===== src/hw/ocr_pkg.sv =====
// Purpose: shared constants and carrier types for optical clock rate negotiation
// Assumes: clock rates are indexed 0 (lowest) upward; each index a fixed multiple of the one below
// Notes: no software registers; all control arrives on plain ports
package ocr_pkg;

  localparam int RATE_W = 3;
  localparam int DRATE_W = 3;
  localparam int PEER_W = 3;
  localparam logic [RATE_W-1:0] LOWEST_RATE = 3'h0;
  localparam logic [DRATE_W-1:0] LOWEST_DRATE = 3'h0;
  localparam logic [RATE_W-1:0] RST_MAX_RATE = 3'h0;
  localparam int RATE_MULT = 2;

  typedef enum logic [2:0] {
    OCR_FR_DATA = 3'b000,
    OCR_FR_ASSOC_REQ = 3'b001,
    OCR_FR_ASSOC_GRANT = 3'b010,
    OCR_FR_RATE_NOTIFY = 3'b011,
    OCR_FR_BEACON = 3'b100,
    OCR_FR_CAP_UPLINK = 3'b101
  } ocr_frame_t;

  // Capability element content
  typedef struct packed {
    logic [RATE_W-1:0] max_transmit_clock;
    logic [RATE_W-1:0] max_receive_clock;
    logic explicit_neg;
  } ocr_cap_t;

  // Per-frame rate choice handed to the transmit path
  typedef struct packed {
    ocr_frame_t kind;
    logic [PEER_W-1:0] peer;
    logic [RATE_W-1:0] clock_rate;
    logic [DRATE_W-1:0] header_drate;
    logic [DRATE_W-1:0] payload_drate;
    ocr_cap_t cap;
  } ocr_tx_t;

  // Incoming capability or notification from a peer
  typedef struct packed {
    ocr_frame_t kind;
    logic [PEER_W-1:0] peer;
    logic [RATE_W-1:0] rate;
    ocr_cap_t cap;
  } ocr_rx_t;

endpackage : ocr_pkg


===== src/hw/ocr_min_rate.sv =====
// Purpose: smaller of two rate indices, and a requested index clipped to that smaller one
// Assumes: indices ordered lowest first
// Notes: purely combinational
`timescale 1ns/1ps
module ocr_min_rate #(
  parameter int W = 3
) (
  input wire logic [W-1:0] i_a,
  input wire logic [W-1:0] i_b,
  input wire logic [W-1:0] i_want,
  output logic [W-1:0] o_cap,
  output logic [W-1:0] o_sel
);
  always_comb begin
    o_cap = (i_a < i_b) ? i_a : i_b;
    o_sel = (i_want > o_cap) ? o_cap : i_want;
  end
endmodule : ocr_min_rate


===== src/hw/ocr_negotiator.sv =====
// Purpose: clock and data rate selection and negotiation for an optical link end
// Assumes: framing layer moves one frame per o_tx_valid/i_tx_ready handshake
// Notes: peers tracked by small index; entries revert to the lowest rate until negotiated
// Functional notes
// - Lowest clock rate of the PHY type is always supported, transmit and receive.
// - Every defined rate below the supported maximum is supported too.
// - Every data rate of a supported clock rate is supported.
// - Preamble, headers and payload of one frame share one clock rate.
// - Header goes at the lowest data rate of the frame's clock.
// - Payload may use any data rate of the frame's clock.
// - With explicit negotiation, notify a rate change before using it.
// - Without negotiation, receiver synchronises at every supported rate blindly.
// - Each rate is an integer multiple of the next lower one.
// - Association request goes at lowest clock, carrying max transmit and receive clocks.
// - Association request holds the capabilities element.
// - Coordinator selection not above min of own transmit max and peer receive max.
// - Association grant returned at the lowest clock rate.
// - After association, notify selected rates before switching to them.
// - Later transmit rate changes stay within the permitted maximum.
// - Star coordinator broadcasts its capabilities in a beacon.
// - Contention period uplink always uses the lowest clock rate.
// - Star selections are exchanged at lowest clock before switching.
// - Current clock and every change are announced by notification; with i_explicit_neg low the code applies changes without one.
`timescale 1ns/1ps
module ocr_negotiator #(
  parameter int NPEER = 8,
  parameter logic [ocr_pkg::RATE_W-1:0] OWN_MAX_TX = 3'h3,
  parameter logic [ocr_pkg::RATE_W-1:0] OWN_MAX_RX = 3'h3,
  parameter logic [ocr_pkg::DRATE_W-1:0] DRATES_PER_CLOCK = 3'h4
) (
  input wire logic i_ref_clk,
  input wire logic i_resetn,
  input wire logic i_is_coord,
  input wire logic i_explicit_neg,
  input wire logic i_assoc_start,
  input wire logic i_beacon_start,
  input wire logic i_cap_uplink,
  input wire logic i_mcast_start,
  input wire logic [NPEER-1:0] i_mcast_mask,
  input wire logic i_change_req,
  input wire logic [ocr_pkg::PEER_W-1:0] i_change_peer,
  input wire logic [ocr_pkg::RATE_W-1:0] i_change_rate,
  input wire logic i_data_req,
  input wire logic [ocr_pkg::PEER_W-1:0] i_data_peer,
  input wire logic [ocr_pkg::DRATE_W-1:0] i_data_drate,
  input wire logic i_rx_valid,
  input wire ocr_pkg::ocr_rx_t i_rx,
  input wire logic i_tx_ready,
  output ocr_pkg::ocr_tx_t o_tx,
  output logic o_tx_valid,
  output logic o_busy,
  output logic o_rx_hunt,
  output logic [ocr_pkg::RATE_W-1:0] o_rx_rate,
  output logic [ocr_pkg::RATE_W-1:0] o_tx_div
);

  typedef enum logic [1:0] {
    OCR_IDLE = 2'b00,
    OCR_SEND = 2'b01
  } ocr_state_t;

  localparam int PW = ocr_pkg::PEER_W;
  localparam int RW = ocr_pkg::RATE_W;

  ////////////////////////////////////////////////////////////////////////
  // Per-peer tables
  logic [RW-1:0] cur_rate [NPEER];
  logic [RW-1:0] max_rate [NPEER];
  logic [NPEER-1:0] known;
  logic [RW-1:0] pend_rate [NPEER];
  logic [NPEER-1:0] pend;
  logic [RW-1:0] next_cur_rate [NPEER];
  logic [RW-1:0] next_max_rate [NPEER];
  logic [NPEER-1:0] next_known;
  logic [RW-1:0] next_pend_rate [NPEER];
  logic [NPEER-1:0] next_pend;

  ocr_state_t state;
  ocr_state_t next_state;
  ocr_pkg::ocr_tx_t tx;
  ocr_pkg::ocr_tx_t next_tx;
  logic tx_valid;
  logic next_tx_valid;
  logic rx_hunt;
  logic next_rx_hunt;
  logic [RW-1:0] rx_rate;
  logic [RW-1:0] next_rx_rate;
  logic [RW-1:0] tx_div;
  logic [RW-1:0] next_tx_div;

  logic [RW-1:0] own_tx_max;
  logic [RW-1:0] own_rx_max;
  logic [RW-1:0] assoc_cap;
  logic [RW-1:0] assoc_sel;
  logic [RW-1:0] chg_cap;
  logic [RW-1:0] chg_sel;
  logic [RW-1:0] mcast_rate;
  logic [RW-1:0] rx_peer_max;
  logic [ocr_pkg::DRATE_W-1:0] drate_top;

  assign own_tx_max = OWN_MAX_TX;
  assign own_rx_max = OWN_MAX_RX;
  assign rx_peer_max = i_rx.cap.max_receive_clock;
  assign drate_top = DRATES_PER_CLOCK - 3'h1;

  ocr_min_rate #(.W(RW)) u_assoc_min (
    .i_a(own_tx_max),
    .i_b(rx_peer_max),
    .i_want(rx_peer_max),
    .o_cap(assoc_cap),
    .o_sel(assoc_sel)
  );

  ocr_min_rate #(.W(RW)) u_chg_min (
    .i_a(own_tx_max),
    .i_b(max_rate[i_change_peer]),
    .i_want(i_change_rate),
    .o_cap(chg_cap),
    .o_sel(chg_sel)
  );

  always_comb begin
    mcast_rate = own_tx_max;
    for (int p = 0; p < NPEER; p++) begin
      if (i_mcast_mask[p]) begin
        if (!known[p]) begin
          mcast_rate = ocr_pkg::LOWEST_RATE;
        end else if (max_rate[p] < mcast_rate) begin
          mcast_rate = max_rate[p];
        end
      end
    end
  end

  ////////////////////////////////////////////////////////////////////////
  // Next-state logic
  always_comb begin
    next_state = state;
    next_tx = tx;
    next_tx_valid = tx_valid;
    next_known = known;
    next_pend = pend;
    next_rx_hunt = rx_hunt;
    next_rx_rate = rx_rate;
    next_tx_div = tx_div;
    for (int p = 0; p < NPEER; p++) begin
      next_cur_rate[p] = cur_rate[p];
      next_max_rate[p] = max_rate[p];
      next_pend_rate[p] = pend_rate[p];
    end
    next_rx_hunt = !i_explicit_neg;
    unique case (state)
      OCR_IDLE: begin
        next_tx.cap.max_transmit_clock = own_tx_max;
        next_tx.cap.max_receive_clock = own_rx_max;
        next_tx.cap.explicit_neg = i_explicit_neg;
        next_tx.header_drate = ocr_pkg::LOWEST_DRATE;
        next_tx.payload_drate = ocr_pkg::LOWEST_DRATE;
        next_tx.clock_rate = ocr_pkg::LOWEST_RATE;
        if (i_rx_valid && i_rx.kind == ocr_pkg::OCR_FR_ASSOC_REQ && i_is_coord) begin
          next_tx.kind = ocr_pkg::OCR_FR_ASSOC_GRANT;
          next_tx.peer = i_rx.peer;
          next_known[i_rx.peer] = 1'b1;
          next_max_rate[i_rx.peer] = assoc_cap;
          next_cur_rate[i_rx.peer] = ocr_pkg::LOWEST_RATE;
          next_pend[i_rx.peer] = i_explicit_neg;
          next_pend_rate[i_rx.peer] = assoc_sel;
          if (!i_explicit_neg) begin
            next_cur_rate[i_rx.peer] = assoc_sel;
          end
          next_tx_valid = 1'b1;
          next_state = OCR_SEND;
        end else if (i_assoc_start) begin
          next_tx.kind = ocr_pkg::OCR_FR_ASSOC_REQ;
          next_tx.peer = '0;
          next_tx_valid = 1'b1;
          next_state = OCR_SEND;
        end else if (i_beacon_start && i_is_coord) begin
          next_tx.kind = ocr_pkg::OCR_FR_BEACON;
          next_tx.peer = '0;
          next_tx_valid = 1'b1;
          next_state = OCR_SEND;
        end else if (i_cap_uplink) begin
          next_tx.kind = ocr_pkg::OCR_FR_CAP_UPLINK;
          next_tx.peer = i_data_peer;
          next_tx_valid = 1'b1;
          next_state = OCR_SEND;
        end else if (|pend) begin
          for (int p = NPEER - 1; p >= 0; p--) begin
            if (pend[p]) begin
              next_tx.peer = PW'(p);
            end
          end
          next_tx.kind = ocr_pkg::OCR_FR_RATE_NOTIFY;
          next_tx.cap.max_transmit_clock = pend_rate[next_tx.peer];
          next_pend[next_tx.peer] = 1'b0;
          next_cur_rate[next_tx.peer] = pend_rate[next_tx.peer];
          next_tx_valid = 1'b1;
          next_state = OCR_SEND;
        end else if (i_change_req && known[i_change_peer]) begin
          next_pend_rate[i_change_peer] = chg_sel;
          if (i_explicit_neg) begin
            next_pend[i_change_peer] = 1'b1;
          end else begin
            next_cur_rate[i_change_peer] = chg_sel;
          end
        end else if (i_mcast_start) begin
          next_tx.kind = ocr_pkg::OCR_FR_DATA;
          next_tx.peer = '0;
          next_tx.clock_rate = mcast_rate;
          next_tx_valid = 1'b1;
          next_state = OCR_SEND;
        end else if (i_data_req) begin
          next_tx.kind = ocr_pkg::OCR_FR_DATA;
          next_tx.peer = i_data_peer;
          next_tx.clock_rate = known[i_data_peer] ? cur_rate[i_data_peer]
                                                  : ocr_pkg::LOWEST_RATE;
          next_tx.payload_drate = (i_data_drate > drate_top) ? drate_top : i_data_drate;
          next_tx_valid = 1'b1;
          next_state = OCR_SEND;
        end
        if (i_rx_valid && i_rx.kind == ocr_pkg::OCR_FR_RATE_NOTIFY) begin
          // Peer's announced rate, capped at own_rx_max, becomes our expected receive rate
          next_rx_rate = (i_rx.rate > own_rx_max) ? own_rx_max : i_rx.rate;
        end
        if (i_rx_valid && i_rx.kind == ocr_pkg::OCR_FR_ASSOC_GRANT && !i_is_coord) begin
          next_known[i_rx.peer] = 1'b1;
          next_max_rate[i_rx.peer] = (own_tx_max < rx_peer_max) ? own_tx_max : rx_peer_max;
        end
      end
      OCR_SEND: begin
        if (i_tx_ready) begin
          next_tx_valid = 1'b0;
          next_state = OCR_IDLE;
        end
      end
      default: begin
        next_tx_valid = 1'b0;
        next_state = OCR_IDLE;
      end
    endcase
    next_tx_div = own_tx_max - next_tx.clock_rate;
  end

  ////////////////////////////////////////////////////////////////////////
  // Registers
  always_ff @(posedge i_ref_clk or negedge i_resetn) begin
    if (!i_resetn) begin
      state <= OCR_IDLE;
      tx <= '0;
      tx_valid <= 1'b0;
      known <= '0;
      pend <= '0;
      rx_hunt <= 1'b0;
      rx_rate <= ocr_pkg::LOWEST_RATE;
      tx_div <= '0;
      for (int p = 0; p < NPEER; p++) begin
        cur_rate[p] <= ocr_pkg::LOWEST_RATE;
        max_rate[p] <= ocr_pkg::RST_MAX_RATE;
        pend_rate[p] <= ocr_pkg::LOWEST_RATE;
      end
    end else begin
      state <= next_state;
      tx <= next_tx;
      tx_valid <= next_tx_valid;
      known <= next_known;
      pend <= next_pend;
      rx_hunt <= next_rx_hunt;
      rx_rate <= next_rx_rate;
      tx_div <= next_tx_div;
      for (int p = 0; p < NPEER; p++) begin
        cur_rate[p] <= next_cur_rate[p];
        max_rate[p] <= next_max_rate[p];
        pend_rate[p] <= next_pend_rate[p];
      end
    end
  end

  assign o_tx = tx;
  assign o_tx_valid = tx_valid;
  // Valid flop mirrors SEND, so busy stays a registered output
  assign o_busy = tx_valid;
  assign o_rx_hunt = rx_hunt;
  assign o_rx_rate = rx_rate;
  assign o_tx_div = tx_div;

endmodule : ocr_negotiator


===== config.mk =====
export PLATFORM = sky130hd
export DESIGN_NAME = ocr_negotiator
export DESIGN_NICKNAME = d
export VERILOG_FILES = /design/src/hw/ocr_pkg.sv /design/src/hw/ocr_min_rate.sv /design/src/hw/ocr_negotiator.sv
export SDC_FILE = /design/constraint.sdc
export NUM_CORES = 1
export LEC_CHECK = 0
export BUFFER_PORTS_ARGS = -buffer_cell sky130_fd_sc_hd__buf_2
export CAP_MARGIN = 25
export CORE_MARGIN = 2
export CORE_UTILIZATION = 33
export DETAILED_ROUTE_END_ITERATION = 7
export REMOVE_ABC_BUFFERS = 1
export SLEW_MARGIN = 20
export SYNTH_ARGS = -nofsm -noshare
export SYNTH_HDL_FRONTEND = slang
export SYNTH_SLANG_ARGS = --single-unit

===== constraint.sdc =====
create_clock -name i_ref_clk -period 8.8 [get_ports i_ref_clk]
set_input_delay 0 -clock i_ref_clk [delete_from_list [all_inputs] [get_ports i_ref_clk]]
set_output_delay 0 -clock i_ref_clk [all_outputs]
set_load 0.02 [all_outputs]

==> results of run 1 <==
## cell families (layout without fill, tap and decap cells)
family          count (synthesis)  in the layout
flops                         112            112
mux                            37             37
other cells                     2              5
simple gates                  352            352
compound gates                286            286
buf+inv                        84            134
fa+ha+maj                      13             13
## metrics by stage
step | total power [mW] | setup WS (ps) | util | instances
after detailed placement | 0.843 | 854 | 0.358 | 1196
after global routing | 1.31 | 97.8 | 0.377 | 1224
final | 1.25 | 840 | 0.377 | 1224
after floorplan | 0.739 | 1660 | - | 838
after CTS | 1.25 | 850 | 0.376 | 1223
after global placement | 0.838 | 1090 | 0.358 | 1195
## layout make-up
class | instances | area [sq um]
multi-input combinational | 693 | 4410
fill | 2320 | 14000
clock inverter | 7 | 56.3
inverter | 33 | 124
clock buffer | 9 | 225
tap | 285 | 357
timing repair buffer | 85 | 513
sequential | 112 | 2800
## repair_timing
item,CTS,global route
buffers inserted,0,0
hold buffers,11,0
endpoints found under the hold margin,45,0
resized for setup,0,0
## path summary, 6_finish.rpt
check	endpoint	slack, ps	startpoint
max	flop	840	known[0]
min	o_tx[7]	30	i_mcast_start
max reg2reg	flop	840	known[0]
min reg2reg	o_tx[7]	490	o_tx[7]
max in group asynchronous	max_rate[23]	7630	i_resetn
min in group asynchronous	asynchronous set/reset pin	140	i_resetn
## layout by cell type (no fill, tap or decap), types with 5 or more instances in the layout
master and instances:
a211oi_1 14, a21o_1 6, a21oi_1 44, a22oi_1 18, a31oi_1 12, and2_1 15, buf_2 69, clkbuf_16 9
conb_1 5, dfrtp_1 112, dlygate4sd3_1 11, ha_1 13, inv_1 33, mux2_2 18, mux2i_1 10, mux4_2 9
nand2_1 123, nand2b_1 24, nand3_1 30, nand3b_1 5, nor2_1 79, nor2b_1 15, nor3_1 19, o211ai_1 5
o21a_1 12, o21ai_0 70, o21bai_1 5, o221ai_1 20, o22ai_1 14, o31ai_1 8, or2_2 7, or3_1 8
## worst min-delay path, cell delays in order
cell,delay (ps)
buf_2,110
or3b_1,160
o21ai_0,90
## where the power goes
group          internal [mW]  leakage, nW  switching [mW]
sequential             0.547         1.41          0.0380
clock                  0.195        0.130           0.208
combinational         0.0943         1.98           0.163
total                  0.836         3.52           0.409
## per-layer routing
layer | track usage | vias to the layer above | wire [um]
met4 | 0.0525 | 0 | 571
met3 | 0.0454 | 37 | 1820
li1 | - | 3358 | -
met5 | 0 | - | 0
met2 | 0.320 | 268 | 11200
met1 | 0.281 | 3496 | 10500
==> results.toml, run 1 <==
[setup_path]
worstSetupPathType = "flop to flop"
cp_max_fo = 5
cp_common_cell = "ha_1"
max_stage_delay_ps = 470
ff2ff_path_depth = 34
crit_family = "compound AO/OA/AOI/OAI gates"
arrival_ps = 8220
slowest_stage = "a211oi_1"
crit_path_end_kind = "flop"
worstSetupPathDepth = 34
crit_path_start_kind = "flop"
path_buf_inv = 0
crit_required_ps = 9060

[synth]
ys_ff_latch = 112
synth_commonest_cells = "nand2_1, dfrtp_1, nor2_1"
synth_most_common_cell = "nand2_1"
synth_warnings = 0
synth.cell_area_sq_um = 7540
synth_mux_area_frac = 0.0670
synth_edf_count = 0
synth_compound_area_frac = 0.268
yosys.area.top_type = "dfrtp_1"
yosys.area_share.xor_xnor = 0
synth-simple-area-share = 0.224
avgSynthCellArea_sq_um = 8.51
synthAdderAreaFrac = 0.0216
synth_top_family_by_area = "compound AO/OA/AOI/OAI gates"
synthTopCellsByArea = "dfrtp_1, nand2_1, o21ai_0, nor2_1, a21oi_1"
yosysSeqAreaShare = 0.372
synth_top_area_share = 0.372
synth_ff_type = "dfrtp_1"
ys_types = 78
syn_inst = 886
async_reset_ff_frac = 1.00

[power_and_ir_drop]
p_leak_nw = 3.52
power.density_nw_per_um2 = 147
ir_drop_mv = 0.0944

[clock_network]
ctsLongestPathBuffers = 2
clk_latency_ps = 370
htreeDepth = 3
path_clk_slew_ps = 80
cts.sinks = 112
cts_tree = "built"
clockRootBuffer = "clkbuf_16"
cts_buffers = 9

[routing]
routedWlPerCell_um = 19.7
drtPass1Iterations = 5
viasPerCell = 5.85
wirelength_mm = 24.1
dr_total_vias = 7159
detail-route-antenna-nets = 0
drc_errors = 0
drtIter0Drc = 782

[sta]
setup-tns-final_ps = 0
drv_slew = 0
setup_viol = 0
rsz0062_at_grt = "no"
hold_violations = 0
fin_crit_sh = 0.905
tightest_slew_ps = 1060
relSlewSlack = 0.290
fmax_mhz = 126
finClkSkew_ps = 11.6
period_needed_ps = 7960
holdWs_ps = 30.9

[placement]
dp_hpwl_mm = 17.6
place_area_sq_um = 8070
place_congestion = 0.906
io_buffers = 70

[floorplan]
rows = 55
ios = 79
die_height_um = 155
core_area_sq_um = 22500
fp.dieW_um = 155
fp.dieArea_sq_um = 24100
initial_core_util = 0.335

[final_layout]
nets = 995
final_layout_size_suffix_gt1_frac = 0.158
diodes = 0
area_growth_syn_to_layout_pct = 12.5
finalInstanceArea_sq_um = 8490

[global_route]
grt_max_degree = 74
grt.total_usage = 0.202
grt_pass1_vias = 6763
grt_pass1_wl_mm = 38.4
antenna_found_initial = 0
grt_overflow = 0

[min_path]
whs_path_depth = 3
hold_class = "primary input to flop"

[job]
drv_cap = 0

[outcome]
status = "finished, final reports clean"
No activity file was read; power rests on OpenSTA's default activity.
==> run 2, diff against run 1 <==
CORE_ASPECT_RATIO = 2   (was unset)
==> results.toml, run 2 (synthesis results as in run 1) <==
[sta]
finClkSkew_ps = 9.81
period_needed_ps = 8130
hold_violations = 0
setup_viol = 0
tightest_slew_ps = 1030
fmax_mhz = 123
relSlewSlack = 0.312
fin_crit_sh = 0.924
setup-tns-final_ps = 0
drv_slew = 0
rsz0062_at_grt = "no"

[setup_path]
crit_path_start = "known[0]"
slowest_stage = "o311ai_0"
crit_path_start_kind = "flop"
cp_common_cell = "ha_1"
cp_max_fo = 5
crit_required_ps = 9060
arrival_ps = 8380
max_stage_delay_ps = 470
crit_path_end_kind = "flop"
reg2reg_from = "known[0]"
worstSetupPathType = "flop to flop"

[global_route]
antenna_found_initial = 0
grt_pass1_vias = 7357
grt_overflow = 0
grt.total_usage = 0.230
grt_max_degree = 63
grt_pass1_wl_mm = 42.5

[routing]
viasPerCell = 5.94
dr_total_vias = 7277
detail-route-antenna-nets = 0
drc_errors = 0
drtPass1Iterations = 5
wirelength_mm = 27.5
drtIter0Drc = 597
routedWlPerCell_um = 22.5

[clock_network]
clk_latency_ps = 370
clockRootBuffer = "clkbuf_16"
path_clk_slew_ps = 80
cts_buffers = 9
htreeDepth = 3
cts.sinks = 112
cts_resized = 0
ctsLongestPathBuffers = 2
cts_tree = "built"

[final_layout]
final_layout_size_suffix_gt1_frac = 0.163
nets = 1002
final_common_cell = "nand2_1"
layout_common_cells = "nand2_1, dfrtp_1, nor2_1"
num-fill-cells = 2306
fin_cells = 1226
diodes = 0
area_growth_syn_to_layout_pct = 12.9

[power_and_ir_drop]
ir_drop_mv = 0.0720
total_power_mw = 1.26
sw_frac_of_total = 0.326
switchingPower_uw = 412
seq_power_share = 0.465
clkPwrFrac = 0.326
p_comb_frac = 0.209
internal-power_uw = 851
p_leak_nw = 3.56
power.density_nw_per_um2 = 148

[floorplan]
ios = 79
die_height_um = 218
rows = 78
fp.dieW_um = 111
fp.dieArea_sq_um = 24100
initial_core_util = 0.334
core_area_sq_um = 22500

[placement]
placedCellCount = 1199
dp_hpwl_mm = 21.2
io_buffers = 70
place_congestion = 1.01

[outcome]
status = "finished, final reports clean"

[min_path]
hold_start = "i_rx[2]"
hold_class = "primary input to flop"

[job]
drv_cap = 0
run 2: critical path: cells and delay by family (launching register included):
| family | cells | cell delay (ps) |
|---|---|---|
| AO/OA/AOI/OAI | 12 | 3080 |
| adder cells (fa/ha/maj) | 6 | 1780 |
| AND/OR/NAND/NOR | 13 | 1590 |
| multiplexers | 3 | 1010 |
| flip-flops | 1 | 450 |
| buffers and inverters | 1 | 70 |
run 2: final cells by class:
type                       instances  area, sq um  share of cell area
clock inverter                     5         37.5             0.00441
multi-input combinational        693         4400               0.517
tap                              280          350              0.0411
timing repair buffer              92          546              0.0641
inverter                          33          124              0.0145
clock buffer                      11          253              0.0297
sequential                       112         2800               0.329
run 2: final timing paths:
check / depth (start not counted) / to / slack (ps)
max: 35 / flop / 670
min: 3 / max_rate[4] / 30
max reg2reg: 35 / flop / 670
min reg2reg: 2 / pend_rate[22] / 490
max in group asynchronous: 3 / asynchronous set/reset pin / 7290
min in group asynchronous: 2 / pend_rate[1] / 190
run 2: repair_timing:
item / CTS / global route
endpoints found under the setup margin: 0 / 0
hold buffers: 11 / 0
setup buffers: 0 / 0
endpoints found under the hold margin: 56 / 0
run 2: power by group through the flow:
stage               combinational (mW)  clock [mW]  sequential (mW)
global route                     0.290       0.435            0.591
CTS                              0.263       0.422            0.587
floorplan                        0.146           0            0.593
finish                           0.264       0.412            0.587
global placement                 0.254           0            0.597
detailed placement               0.258           0            0.597
run 2: metrics by stage:
stage | worst slack, ps | area [sq um] | hold WS [ps] | util
after floorplan | 1660 | 7320 | -296 | -
after global placement | 888 | 8110 | 67.2 | 0.360
after detailed placement | 732 | 8120 | 59.5 | 0.360
after CTS | 703 | 8520 | 21.1 | 0.378
after global routing | 10.1 | 8520 | 76.1 | 0.378
final | 673 | 8520 | 27.2 | 0.378
run 2: layer usage:
metal	up-vias	track usage	wire [um]	part of all wire
li1	3378	-	-	-
met1	3518	0.223	9390	0.34
met2	260	0.435	14800	0.54
met3	121	0.0283	1020	0.037
met4	0	0.178	2330	0.085
met5	-	0	0	0
